--- src/cop_defines.vh ---
`ifndef COP_DEFINES_VH
`define COP_DEFINES_VH
// Register commands
`define COP_CMD_OPT_ONE 8'h30
`define COP_CMD_OPT_TWO 8'h31
// Reset values
`define COP_OPT_ONE_RST 16'h0011
`define COP_OPT_TWO_RST 16'h02B7
// Option one fields
`define COP_F_PATH_OFF 3
`define COP_F_SHIP 1
`define COP_F_WAKE 0
// Option two fields
`define COP_F_OVLD_HI 15
`define COP_F_OVLD_LO 14
`define COP_F_CUR_EN 13
`define COP_F_SAG_EN 12
`define COP_F_OVLD_FLAG 11
`define COP_F_RELAX_FLAG 10
`define COP_F_PER_HI 9
`define COP_F_PER_LO 8
// Times
`define COP_CLK_HZ 125000000
`define COP_SHIP_MS 140
`define COP_WAKE_MIN 30
`define COP_OCP_BLANK_US 100
`define COP_WAKE_MA 8'h80
`define COP_MS_PER_MIN 60000
// Overload time per duration code, in ms
`define COP_OVLD_MS_00 6'h01
`define COP_OVLD_MS_01 6'h02
`define COP_OVLD_MS_10 6'h0A
`define COP_OVLD_MS_11 6'h14
// Cycle period per period code, in ms
`define COP_PER_MS_00 6'h05
`define COP_PER_MS_01 6'h0A
`define COP_PER_MS_10 6'h14
`define COP_PER_MS_11 6'h28
`define COP_MS_CYCLES (`COP_CLK_HZ / 1000)
`define COP_US_CYCLES (`COP_CLK_HZ / 1000000)
`endif

--- src/cop_ms_tick.v ---
`include "cop_defines.vh"
module cop_ms_tick #(
   parameter integer DIV = `COP_MS_CYCLES
) (
   ref_clk,
   reset,
   tick
);
   input wire ref_clk;
   input wire reset;
   output reg tick;
   reg [31:0] cnt_reg;
   // One-cycle enable each DIV clocks
   always @(posedge ref_clk) begin
      if (reset) begin
         cnt_reg <= 32'h00000000;
         tick <= 1'b0;
      end else if (cnt_reg >= DIV - 1) begin
         cnt_reg <= 32'h00000000;
         tick <= 1'b1;
      end else begin
         cnt_reg <= cnt_reg + 32'h00000001;
         tick <= 1'b0;
      end
   end
endmodule // cop_ms_tick

--- src/cop_option_regs.v ---
`include "cop_defines.vh"
module cop_option_regs #(
   parameter integer MS_DIV = `COP_MS_CYCLES,
   parameter integer SHIP_MS = `COP_SHIP_MS,
   parameter integer WAKE_MS = `COP_WAKE_MIN * `COP_MS_PER_MIN,
   parameter integer BLANK_CYC = `COP_OCP_BLANK_US * `COP_US_CYCLES
) (
   ref_clk,
   reset,
   regWrite,
   regRead,
   regCmd,
   regWdata,
   regRdata,
   comparatorTrip,
   inputOvercurrentTrip,
   inputOcpEn,
   batteryBelowMin,
   adapterPresent,
   currentOvershoot,
   railSag,
   converterEnable,
   supplyGoodOut,
   batterySenseDischarge,
   wakeChargeEn,
   wakeChargeMa,
   overloadActive,
   relaxActive
);
   input wire ref_clk;
   input wire reset;
   input wire regWrite;
   input wire regRead;
   input wire [7:0] regCmd;
   input wire [15:0] regWdata;
   output reg [15:0] regRdata;
   input wire comparatorTrip;
   input wire inputOvercurrentTrip;
   input wire inputOcpEn;
   input wire batteryBelowMin;
   input wire adapterPresent;
   input wire currentOvershoot;
   input wire railSag;
   output reg converterEnable;
   output reg supplyGoodOut;
   output reg batterySenseDischarge;
   output reg wakeChargeEn;
   output wire [7:0] wakeChargeMa;
   output wire overloadActive;
   output wire relaxActive;

   localparam [2:0] PK_IDLE = 3'h1, PK_OVLD = 3'h2, PK_RELAX = 3'h4;

   // Pin synchronisers
   reg [6:0] sync1Reg, sync2Reg;
   always @(posedge ref_clk) begin
      if (reset) begin
         sync1Reg <= 7'h00;
         sync2Reg <= 7'h00;
      end else begin
         sync1Reg <= {comparatorTrip, inputOvercurrentTrip, inputOcpEn, batteryBelowMin,
            adapterPresent, currentOvershoot, railSag};
         sync2Reg <= sync1Reg;
      end
   end
   wire cmpS = sync2Reg[6];
   wire ocS = sync2Reg[5];
   wire ocEnS = sync2Reg[4];
   wire lowBatS = sync2Reg[3];
   wire adpS = sync2Reg[2];
   wire curS = sync2Reg[1];
   wire sagS = sync2Reg[0];

   wire msTick;
   cop_ms_tick #(.DIV(MS_DIV)) uTick (
      .ref_clk(ref_clk),
      .reset(reset),
      .tick(msTick)
   );

   reg [15:0] optOne_reg;
   reg [15:0] optTwo_reg;
   reg [2:0] pkState_reg;
   reg [15:0] shipCnt_reg;
   reg [31:0] wakeCnt_reg;
   reg [31:0] blankCnt_reg;
   reg [5:0] phaseCnt_reg;
   reg wakeDone_reg;
   reg ocLatched_reg;

   wire wrOne = regWrite && (regCmd == `COP_CMD_OPT_ONE);
   wire wrTwo = regWrite && (regCmd == `COP_CMD_OPT_TWO);
   wire [1:0] ovSel = optTwo_reg[`COP_F_OVLD_HI:`COP_F_OVLD_LO];
   wire [1:0] perSel = optTwo_reg[`COP_F_PER_HI:`COP_F_PER_LO];
   reg [5:0] ovMs, perMs;
   always @* begin
      case (ovSel)
         2'h0: ovMs = `COP_OVLD_MS_00;
         2'h1: ovMs = `COP_OVLD_MS_01;
         2'h2: ovMs = `COP_OVLD_MS_10;
         default: ovMs = `COP_OVLD_MS_11;
      endcase
      case (perSel)
         2'h0: perMs = `COP_PER_MS_00;
         2'h1: perMs = `COP_PER_MS_01;
         2'h2: perMs = `COP_PER_MS_10;
         default: perMs = `COP_PER_MS_11;
      endcase
   end
   wire noRelax = ovMs >= perMs;
   wire pkEnabled = optTwo_reg[`COP_F_CUR_EN] | optTwo_reg[`COP_F_SAG_EN];
   wire pkTrigger = (optTwo_reg[`COP_F_CUR_EN] & curS) | (optTwo_reg[`COP_F_SAG_EN] & sagS);
   wire hostExitOvld = wrTwo && !regWdata[`COP_F_OVLD_FLAG];
   wire hostExitRelax = wrTwo && !regWdata[`COP_F_RELAX_FLAG];

   // Peak power phase machine
   always @(posedge ref_clk) begin
      if (reset) begin
         pkState_reg <= PK_IDLE;
         phaseCnt_reg <= 6'h00;
      end else begin
         case (pkState_reg)
            PK_IDLE: begin
               phaseCnt_reg <= 6'h00;
               if (pkEnabled && pkTrigger && adpS)
                  pkState_reg <= PK_OVLD;
            end
            PK_OVLD: begin
               if (!pkEnabled || hostExitOvld) begin
                  pkState_reg <= PK_IDLE;
               end else if (msTick) begin
                  if (phaseCnt_reg + 6'h01 >= ovMs) begin
                     phaseCnt_reg <= 6'h00;
                     pkState_reg <= noRelax ? PK_IDLE : PK_RELAX;
                  end else
                     phaseCnt_reg <= phaseCnt_reg + 6'h01;
               end
            end
            PK_RELAX: begin
               if (!pkEnabled || hostExitRelax) begin
                  pkState_reg <= PK_IDLE;
                  phaseCnt_reg <= 6'h00;
               end else if (msTick) begin
                  if (phaseCnt_reg + 6'h01 >= perMs - ovMs) begin
                     phaseCnt_reg <= 6'h00;
                     pkState_reg <= pkTrigger ? PK_OVLD : PK_IDLE;
                  end else
                     phaseCnt_reg <= phaseCnt_reg + 6'h01;
               end
            end
            default: pkState_reg <= PK_IDLE;
         endcase
      end
   end
   assign overloadActive = (pkState_reg == PK_OVLD);
   assign relaxActive = (pkState_reg == PK_RELAX);

   // Option registers
   wire shipDone = optOne_reg[`COP_F_SHIP] && msTick && (shipCnt_reg + 16'h0001 >= SHIP_MS);
   wire wakeEnd = optOne_reg[`COP_F_WAKE] && wakeChargeEn && !lowBatS;
   always @(posedge ref_clk) begin
      if (reset) begin
         optOne_reg <= `COP_OPT_ONE_RST;
         optTwo_reg <= `COP_OPT_TWO_RST;
      end else begin
         if (wrOne)
            optOne_reg <= regWdata;
         else begin
            if (shipDone)
               optOne_reg[`COP_F_SHIP] <= 1'b0;
            if (wakeEnd)
               optOne_reg[`COP_F_WAKE] <= 1'b0;
         end
         if (wrTwo)
            optTwo_reg <= regWdata;
         if (!adpS) begin
            optTwo_reg[`COP_F_CUR_EN] <= 1'b0;
            optTwo_reg[`COP_F_SAG_EN] <= 1'b0;
         end
      end
   end

   // Ship discharge timer
   always @(posedge ref_clk) begin
      if (reset) begin
         shipCnt_reg <= 16'h0000;
         batterySenseDischarge <= 1'b0;
      end else begin
         batterySenseDischarge <= optOne_reg[`COP_F_SHIP] && !shipDone;
         if (!optOne_reg[`COP_F_SHIP] || shipDone)
            shipCnt_reg <= 16'h0000;
         else if (msTick)
            shipCnt_reg <= shipCnt_reg + 16'h0001;
      end
   end

   // Auto wakeup charge
   always @(posedge ref_clk) begin
      if (reset) begin
         wakeChargeEn <= 1'b0;
         wakeCnt_reg <= 32'h00000000;
         wakeDone_reg <= 1'b0;
      end else begin
         if (!optOne_reg[`COP_F_WAKE] || !lowBatS) begin
            wakeChargeEn <= 1'b0;
            wakeCnt_reg <= 32'h00000000;
            wakeDone_reg <= 1'b0;
         end else if (!wakeDone_reg) begin
            wakeChargeEn <= 1'b1;
            if (msTick) begin
               if (wakeCnt_reg + 32'h00000001 >= WAKE_MS) begin
                  wakeDone_reg <= 1'b1;
                  wakeChargeEn <= 1'b0;
               end else
                  wakeCnt_reg <= wakeCnt_reg + 32'h00000001;
            end
         end
      end
   end
   assign wakeChargeMa = wakeChargeEn ? `COP_WAKE_MA : 8'h00;

   // Overcurrent blanking and converter control
   always @(posedge ref_clk) begin
      if (reset) begin
         blankCnt_reg <= 32'h00000000;
         ocLatched_reg <= 1'b0;
      end else if (!(ocEnS && ocS)) begin
         blankCnt_reg <= 32'h00000000;
      end else if (blankCnt_reg + 32'h00000001 >= BLANK_CYC) begin
         ocLatched_reg <= 1'b1;
      end else
         blankCnt_reg <= blankCnt_reg + 32'h00000001;
   end
   wire pathOff = optOne_reg[`COP_F_PATH_OFF] && cmpS;
   always @(posedge ref_clk) begin
      if (reset) begin
         converterEnable <= 1'b0;
         supplyGoodOut <= 1'b0;
      end else begin
         converterEnable <= adpS && !pathOff && !ocLatched_reg;
         supplyGoodOut <= adpS && !pathOff;
      end
   end

   // Readback with live phase flags
   always @(posedge ref_clk) begin
      if (reset)
         regRdata <= 16'h0000;
      else if (regRead) begin
         if (regCmd == `COP_CMD_OPT_ONE)
            regRdata <= optOne_reg;
         else if (regCmd == `COP_CMD_OPT_TWO) begin
            regRdata <= optTwo_reg;
            regRdata[`COP_F_OVLD_FLAG] <= overloadActive;
            regRdata[`COP_F_RELAX_FLAG] <= relaxActive;
         end else
            regRdata <= 16'h0000;
      end
   end
endmodule // cop_option_regs

--- config.mk ---
export PLATFORM = sky130hd
export DESIGN_NAME = cop_option_regs
export DESIGN_NICKNAME = d
export VERILOG_FILES = /design/src/cop_ms_tick.v /design/src/cop_option_regs.v
export VERILOG_INCLUDE_DIRS = /design/src
export SDC_FILE = /design/constraint.sdc
export NUM_CORES = 1
export LEC_CHECK = 0
export ABC_AREA = 1
export BUFFER_PORTS_ARGS = -buffer_cell sky130_fd_sc_hd__clkbuf_2
export CORE_UTILIZATION = 61
export DETAILED_ROUTE_END_ITERATION = 10
export PLACE_DENSITY = 0.9
export SETUP_SLACK_MARGIN = 0.4
export SLEW_MARGIN = 0
export SYNTH_ARGS = -nofsm -noshare
export SYNTH_HDL_FRONTEND = slang
export SYNTH_SLANG_ARGS = --single-unit
--- constraint.sdc ---
create_clock -name ref_clk -period 3.8 [get_ports ref_clk]
set_input_delay 0.95 -clock ref_clk [delete_from_list [all_inputs] [get_ports ref_clk]]
set_output_delay 0.95 -clock ref_clk [all_outputs]
set_load 0.03 [all_outputs]
# [Word level (Yosys, flattened, before mapping)]
# Index checks and enable logic that the tools add are counted.
[totals] ff_bits=190 latch_bits=0 ram_bits=0 mem_bits_ro=0 input_bits=35 output_inout_bits=30 word_cells=132 mem_count=0
[op_classes] addsub=7 multipliers=0 div_mod_pow=0 magnitude_cmp=7 n_eq_ne=16 shifts=0 muxes=31 bitwise=8 n_reduce_logical=42
[ops] op="32-bit by 1-bit adder with 32-bit output (second input constant)" n=3
[ops] op="6-bit 2-to-1 mux" n=6
[ops] op="6-bit one-hot mux with 3 select lines" n=2
[ops] op="32-bit by 14-bit >= comparator with 1-bit output (second input constant)" n=1
[ops] op="32-bit by 17-bit >= comparator with 1-bit output (second input constant)" n=1
[ops] op="32-bit by 21-bit >= comparator with 1-bit output (second input constant)" n=1
[ops] op="16-bit 2-to-1 mux" n=2
[ops] op="3-bit 2-to-1 mux" n=8
[ops] op="6-bit >= comparator" n=3
[ops] op="16-bit by 1-bit adder with 17-bit output (second input constant)" n=1
[ops] op="17-bit by 8-bit >= comparator with 1-bit output (second input constant)" n=1
[ops] op="16-bit by 1-bit adder with 16-bit output (second input constant)" n=1
[ops] op="8-bit by 6-bit == test with 1-bit output (second input constant)" n=2
[ops] op="1-bit logical AND" n=15
[ops] op="5-bit one-hot mux with 3 select lines" n=1
[ops] op="3-bit by 1-bit inequality test with 1-bit output (second input constant)" n=4
[ops] op="2-bit OR reduction" n=5
[ops] op="1-bit logical NOT" n=9
[ops] op="3-bit one-hot mux with 3 select lines" n=1
[ops] op="1-bit 2-to-1 mux" n=8
[ops] op="8-bit 2-to-1 mux" n=1
[ops] op="6-bit by 1-bit adder with 6-bit output (second input constant)" n=1
[ops] op="6-bit subtractor" n=1
[ops] op="5-bit AND reduction" n=1
[ops] op="18 further kinds" n=32

# [Logic depth before layout (Yosys ltp)]
[depth] depth_word=8 ltp_mapped=21 mapped_depth_nobuf=21

# [By module]
# From an unflattened synthesis, not the netlist that was laid out.
[unflattened] hier_cells=1554 hier_area_um2=10236.1
[modules_own_cells] mod="cop_option_regs" instances=1 cells_per_inst=1386 area_per_inst_um2=8961.1 seq_area_each_um2=3103.0
[modules_own_cells] mod="cop_ms_tick" instances=1 cells_per_inst=168 area_per_inst_um2=1275.0 seq_area_each_um2=660.6

# [Least setup slack after synthesis]
# Ideal clock, no wire load.
[synth_path] path_type="register -> register" startpoint="register optTwo_reg[14]" endpoint="register phaseCnt_reg[1]" arrival_time_ns=2.723 required_ns=3.729 setup_slack_ns=1.007 stages_incl_launch_ff=20 n_path_buf=0 period_less_slack_ns=2.793 cell_sequence="dfxtp_1 -> inv_1 -> ha_1 -> inv_1 -> ha_1 -> nand3_1 -> nand2_1 -> nand2_1 -> nand2_1 -> a21oi_1 -> xor2_1 -> ha_1 -> nand2_1 -> inv_1 -> o211ai_1 -> o2111a_1 -> nand3_1 -> o21ai_0 -> nand3_1 -> a21oi_1"
[synth_between] elab_chain_len=8 elab_cells_between_ends=14 classes_between="add/sub (1); order compare (2); eq/ne (2); mux (8); reduce/logical (1)"
[synth_lines] element="from (decl)" line="cop_option_regs.v:82" text="reg [15:0] optTwo_reg;"
[synth_lines] element="from (signal assigned)" line="cop_option_regs.v:164" text="optTwo_reg <= `COP_OPT_TWO_RST;"
[synth_lines] element="from (signal assigned)" line="cop_option_regs.v:175" text="optTwo_reg <= regWdata;"
[synth_lines] element="2-bit == test, or another cell as far along" line="cop_option_regs.v:97" text="case (ovSel)"
[synth_lines] element="5-bit one-hot mux with 3 select lines (*)" line="cop_option_regs.v:97"
[synth_lines] element="6-bit subtractor" line="cop_option_regs.v:144" text="if (phaseCnt_reg + 6'h01 >= perMs - ovMs) begin"
[synth_lines] element="6-bit >= comparator" line="cop_option_regs.v:144"
[synth_lines] element="6-bit 2-to-1 mux" line="cop_option_regs.v:144"
[synth_lines] element="6-bit 2-to-1 mux" line="cop_option_regs.v:143" text="end else if (msTick) begin"
[synth_lines] element="6-bit 2-to-1 mux" line="cop_option_regs.v:140" text="if (!pkEnabled || hostExitRelax) begin"
[synth_lines] element="6-bit one-hot mux with 3 select lines (*)" line="cop_option_regs.v:122" text="case (pkState_reg)"
[synth_lines] element="to (signal assigned)" line="cop_option_regs.v:136" text="phaseCnt_reg <= phaseCnt_reg + 6'h01;"
[synth_lines] element="to (signal assigned)" line="cop_option_regs.v:148" text="phaseCnt_reg <= phaseCnt_reg + 6'h01;"
[synth_lines] element="to (decl)" line="cop_option_regs.v:87" text="reg [5:0] phaseCnt_reg;"
# Every way passes the cells marked *; elsewhere a longest branch is shown, timed or not. The select of a mux whose other input is x is not followed.
# A chain may end at the register's enable or synchronous reset.

# [Worst setup path in the final report]
[layout_path] startpoint="register optTwo_reg[14]" endpoint="register pkState_reg[1]"
[layout_between] elab_chain_len=6 elab_cells_between_ends=10 classes_between="add/sub (1); order compare (2); eq/ne (4); mux (1); reduce/logical (2)"
[layout_lines] element="2-bit == test, or another cell as far along" line="cop_option_regs.v:97"
[layout_lines] element="5-bit one-hot mux with 3 select lines (*)" line="cop_option_regs.v:97"
[layout_lines] element="6-bit subtractor" line="cop_option_regs.v:144"
[layout_lines] element="6-bit >= comparator" line="cop_option_regs.v:144"
[layout_lines] element="3-bit by 1-bit inequality test with 1-bit output (no source line)"
[layout_lines] element="5-bit AND reduction (no source line) (*)"
[layout_lines] element="to (signal assigned)" line="cop_option_regs.v:134" text="pkState_reg <= noRelax ? PK_IDLE : PK_RELAX;"
[layout_lines] element="to (signal assigned)" line="cop_option_regs.v:146" text="pkState_reg <= pkTrigger ? PK_OVLD : PK_IDLE;"
[layout_lines] element="to (decl)" line="cop_option_regs.v:83" text="reg [2:0] pkState_reg;"
# Every way passes the cells marked *; elsewhere a longest branch is shown, timed or not.

==> flow_summary.ini <==
[sta]
min_period_ps = 3180
report.final.slew_viol_count = 0
setup_viol = 0
fin_skew_ps = 11.8
period_share = 0.837
maxSlewHeadroom = 0.515
setup_ws_ps = 620
hold_viol = 0
whs_ps = 408
max_freq_mhz = 314
rsz0062_at_grt = false
worstMarginPinSlew_ps = 722
fin_setup_tns_ps = 0

[placed_design]
dp_cells = 1720
dp_hpwl_um = 16100
io_buffers = 57
pre_cts_slack_ps = 663
placed_cell_area_sq_mm = 0.0104
gp_congestion = 0.972

[synthesis]
ys_top_cells_by_count = nand2_1, nor2_1, inv_1, dfxtp_1, nand3_1
yosysWarnings = 0
syn_avg_cell_area_sq_um = 6.80
syn_area_sq_mm = 0.00995
synth-edff-count = 0
seq_area_frac_synth = 0.378
postSynthCellCount = 1462
synth_top_area_cell = dfxtp_1
synth-compound-area-share = 0.106
async_flop_share = 0
synth_fa_ha_area_frac = 0.0360
synth_top_area_frac = 0.378
synth_xor_area_frac = 0.0467
synthMuxAreaShare = 0
synth_flop_cell = dfxtp_1
synth.distinct_cells = 48
synth_top_family_by_area = simple AND/OR/NAND/NOR gates
synth_area_leaders = dfxtp_1, nand2_1, nor2_1, inv_1, nand3_1
yosys.area_share.simple = 0.324
ys_ff_latch = 188
yosysMostFrequentCell = nand2_1

[finish]
nets = 1586
instances_no_fill = 1752
area_growth_pct = 11.4
register_area_sq_mm = 0.00376
n_fill_cell = 1275
num_antenna_cells = 0
final_cell_area_sq_mm = 0.0111
drive_gt1_frac = 0.0938
multi_input_area_sq_mm = 0.00520
fin_util = 0.697

[detailed_routing]
post-route-drc-count = 0
drtPass1Iterations = 6
routed_wirelength_um = 23100
postRouteAntennaNets = 0
wl_per_cell_um = 13.2
drt_iter0_drc = 788
dr_total_vias = 9398
vias_per_cell = 5.36

[critical_path]
crit_slowest_cell = dfxtp_1
path_buf_inv = 4
worst_setup_path_end_kind = register
path_cells = inv_1 -> ha_1 -> inv_1 -> ha_1 -> nand3_1 -> nand2_1 -> nand2_1 -> nand2_1 -> a21oi_1 -> xor2_1 -> ha_1 -> nand2_1 -> inv_1 -> o211ai_1 -> o2111a_1 -> nand3_1 -> nand3_1 -> nor2_2 -> o211ai_1 -> nand2_1 -> inv_1
required_ps = 4180
path_class = register to register
critPathMaxFanout = 4
crit_path_frequent_cell = nand2_1
cp_top_family = simple AND/OR/NAND/NOR gates
cp.arrival_ps = 3560
cpPeakStageDelay_ps = 350
start_kind = register

[global_routing]
grt_overflow = 0
grt_first_pass_wirelength_um = 38000
grt_usage = 0.282
grt_max_degree = 38
antenna_found_initial = 0
first_global_vias = 8523

[power_and_ir_drop]
leakagePower_nw = 4.83
vdd_drop_max_mv = 0.495
powerDensity_mw_per_mm2 = 382
power_mw = 4.24

[clock_network]
numCtsBuffers = 17
cts_tree = done
htree_levels = 4
clkTransAtPathRegs_ps = 90
hold_buffers = 0
cts_max_path_buffers = 2
clk-insertion-delay-late_ps = 440
clockRootBuffer = clkbuf_16
clock-sinks = 188

[min_path]
holdCritPathClass = register to register

[floorplan]
core_sq_mm = 0.0159
dieArea_sq_mm = 0.0168
rows = 46
die_y_um = 130
fp.dieW_um = 130
initial_utilization = 0.626
io_pins = 65

[run]
max_cap_violations = 0

[run_status]
status = finished, final reports clean
-- cells by family (layout without fill, tap and decap cells) --
logic type	after synthesis	in the layout
flops	188	188
simple gates	745	745
buf+inv	264	317
fa+ha+maj	28	28
other cells	1	22
compound gates	183	183
xor+xnor	53	53
-- worst register-to-register path, cell delays in order (launching register included) --
cell	delay (ps)
dfxtp_1	350
inv_1	90
ha_1	300
inv_1	130
ha_1	270
nand3_1	100
nand2_1	70
nand2_1	70
nand2_1	50
a21oi_1	150
xor2_1	160
ha_1	260
nand2_1	90
inv_1	60
o211ai_1	100
o2111a_1	200
nand3_1	140
nand3_1	190
nor2_2	70
o211ai_1	100
nand2_1	110
inv_1	70
-- report_power, final --
group	switching, mW	total (mW)	internal [mW]	leakage, nW
clock network	0.974	1.92	0.943	0.317
logic	0.201	0.289	0.0876	2.98
registers	0.0202	2.03	2.01	1.53
total	1.20	4.24	3.04	4.83
-- worst paths after layout --
path / cells past startpoint / to / startpoint / slack, ps
worst max-delay path: 21 / pkState_reg[1] / optTwo_reg[14] / 620
worst min-delay path: 2 / sync2Reg[2] / sync1Reg[2] / 410
worst max register to register: 21 / pkState_reg[1] / optTwo_reg[14] / 620
worst min register to register: 2 / sync2Reg[2] / sync1Reg[2] / 410
-- final cells by class --
cell class,count,share of cell area
Clock buffer,17,0.0384
Clock inverter,15,0.0211
Inverter,217,0.0735
Multi-Input combinational cell,1031,0.469
Sequential cell,188,0.340
Tap cell,216,0.0244
Timing Repair Buffer,68,0.0332
-- layer usage --
metal,wire length (um),GRT usage
met1,9930,0.351
met2,11000,0.477
met3,1500,0.0476
met4,703,0.131
met5,0,0
-- cells in the final DEF (no fill, tap or decap), types with 2 or more instances in the layout --
cell type / Yosys / routed
xor2_1: 43 / 43
o221ai_1: 11 / 11
xnor2_1: 10 / 10
o21ai_1: 7 / 7
clkinv_8: 0 / 5
inv_12: 0 / 5
nor2_4: 6 / 6
clkbuf_16: 0 / 17
and3_1: 4 / 4
clkbuf_2: 0 / 57
inv_16: 0 / 2
conb_1: 1 / 22
o21ai_0: 43 / 42
nand3b_1: 3 / 3
dfxtp_1: 188 / 188
a21oi_1: 85 / 84
nand4_1: 13 / 13
nand3_1: 86 / 86
nor2_1: 221 / 220
ha_1: 27 / 27
nor3_2: 10 / 11
inv_8: 0 / 2
buf_4: 11 / 11
o21a_1: 2 / 2
nor2_2: 6 / 7
nand3_2: 2 / 2
nor4_1: 8 / 8
nor3b_1: 4 / 4
a211oi_1: 4 / 4
inv_2: 5 / 5
or2_2: 4 / 4
nand2_2: 4 / 4
nand2_1: 344 / 344
inv_1: 211 / 211
o211ai_1: 24 / 24
nor3_1: 25 / 24
-- repair_timing --
item,CTS,global route
gates resized for setup,0,3
buffers inserted,0,0
endpoints found under the setup margin,0,5
Note: power is estimated with default switching activity, not from simulation.
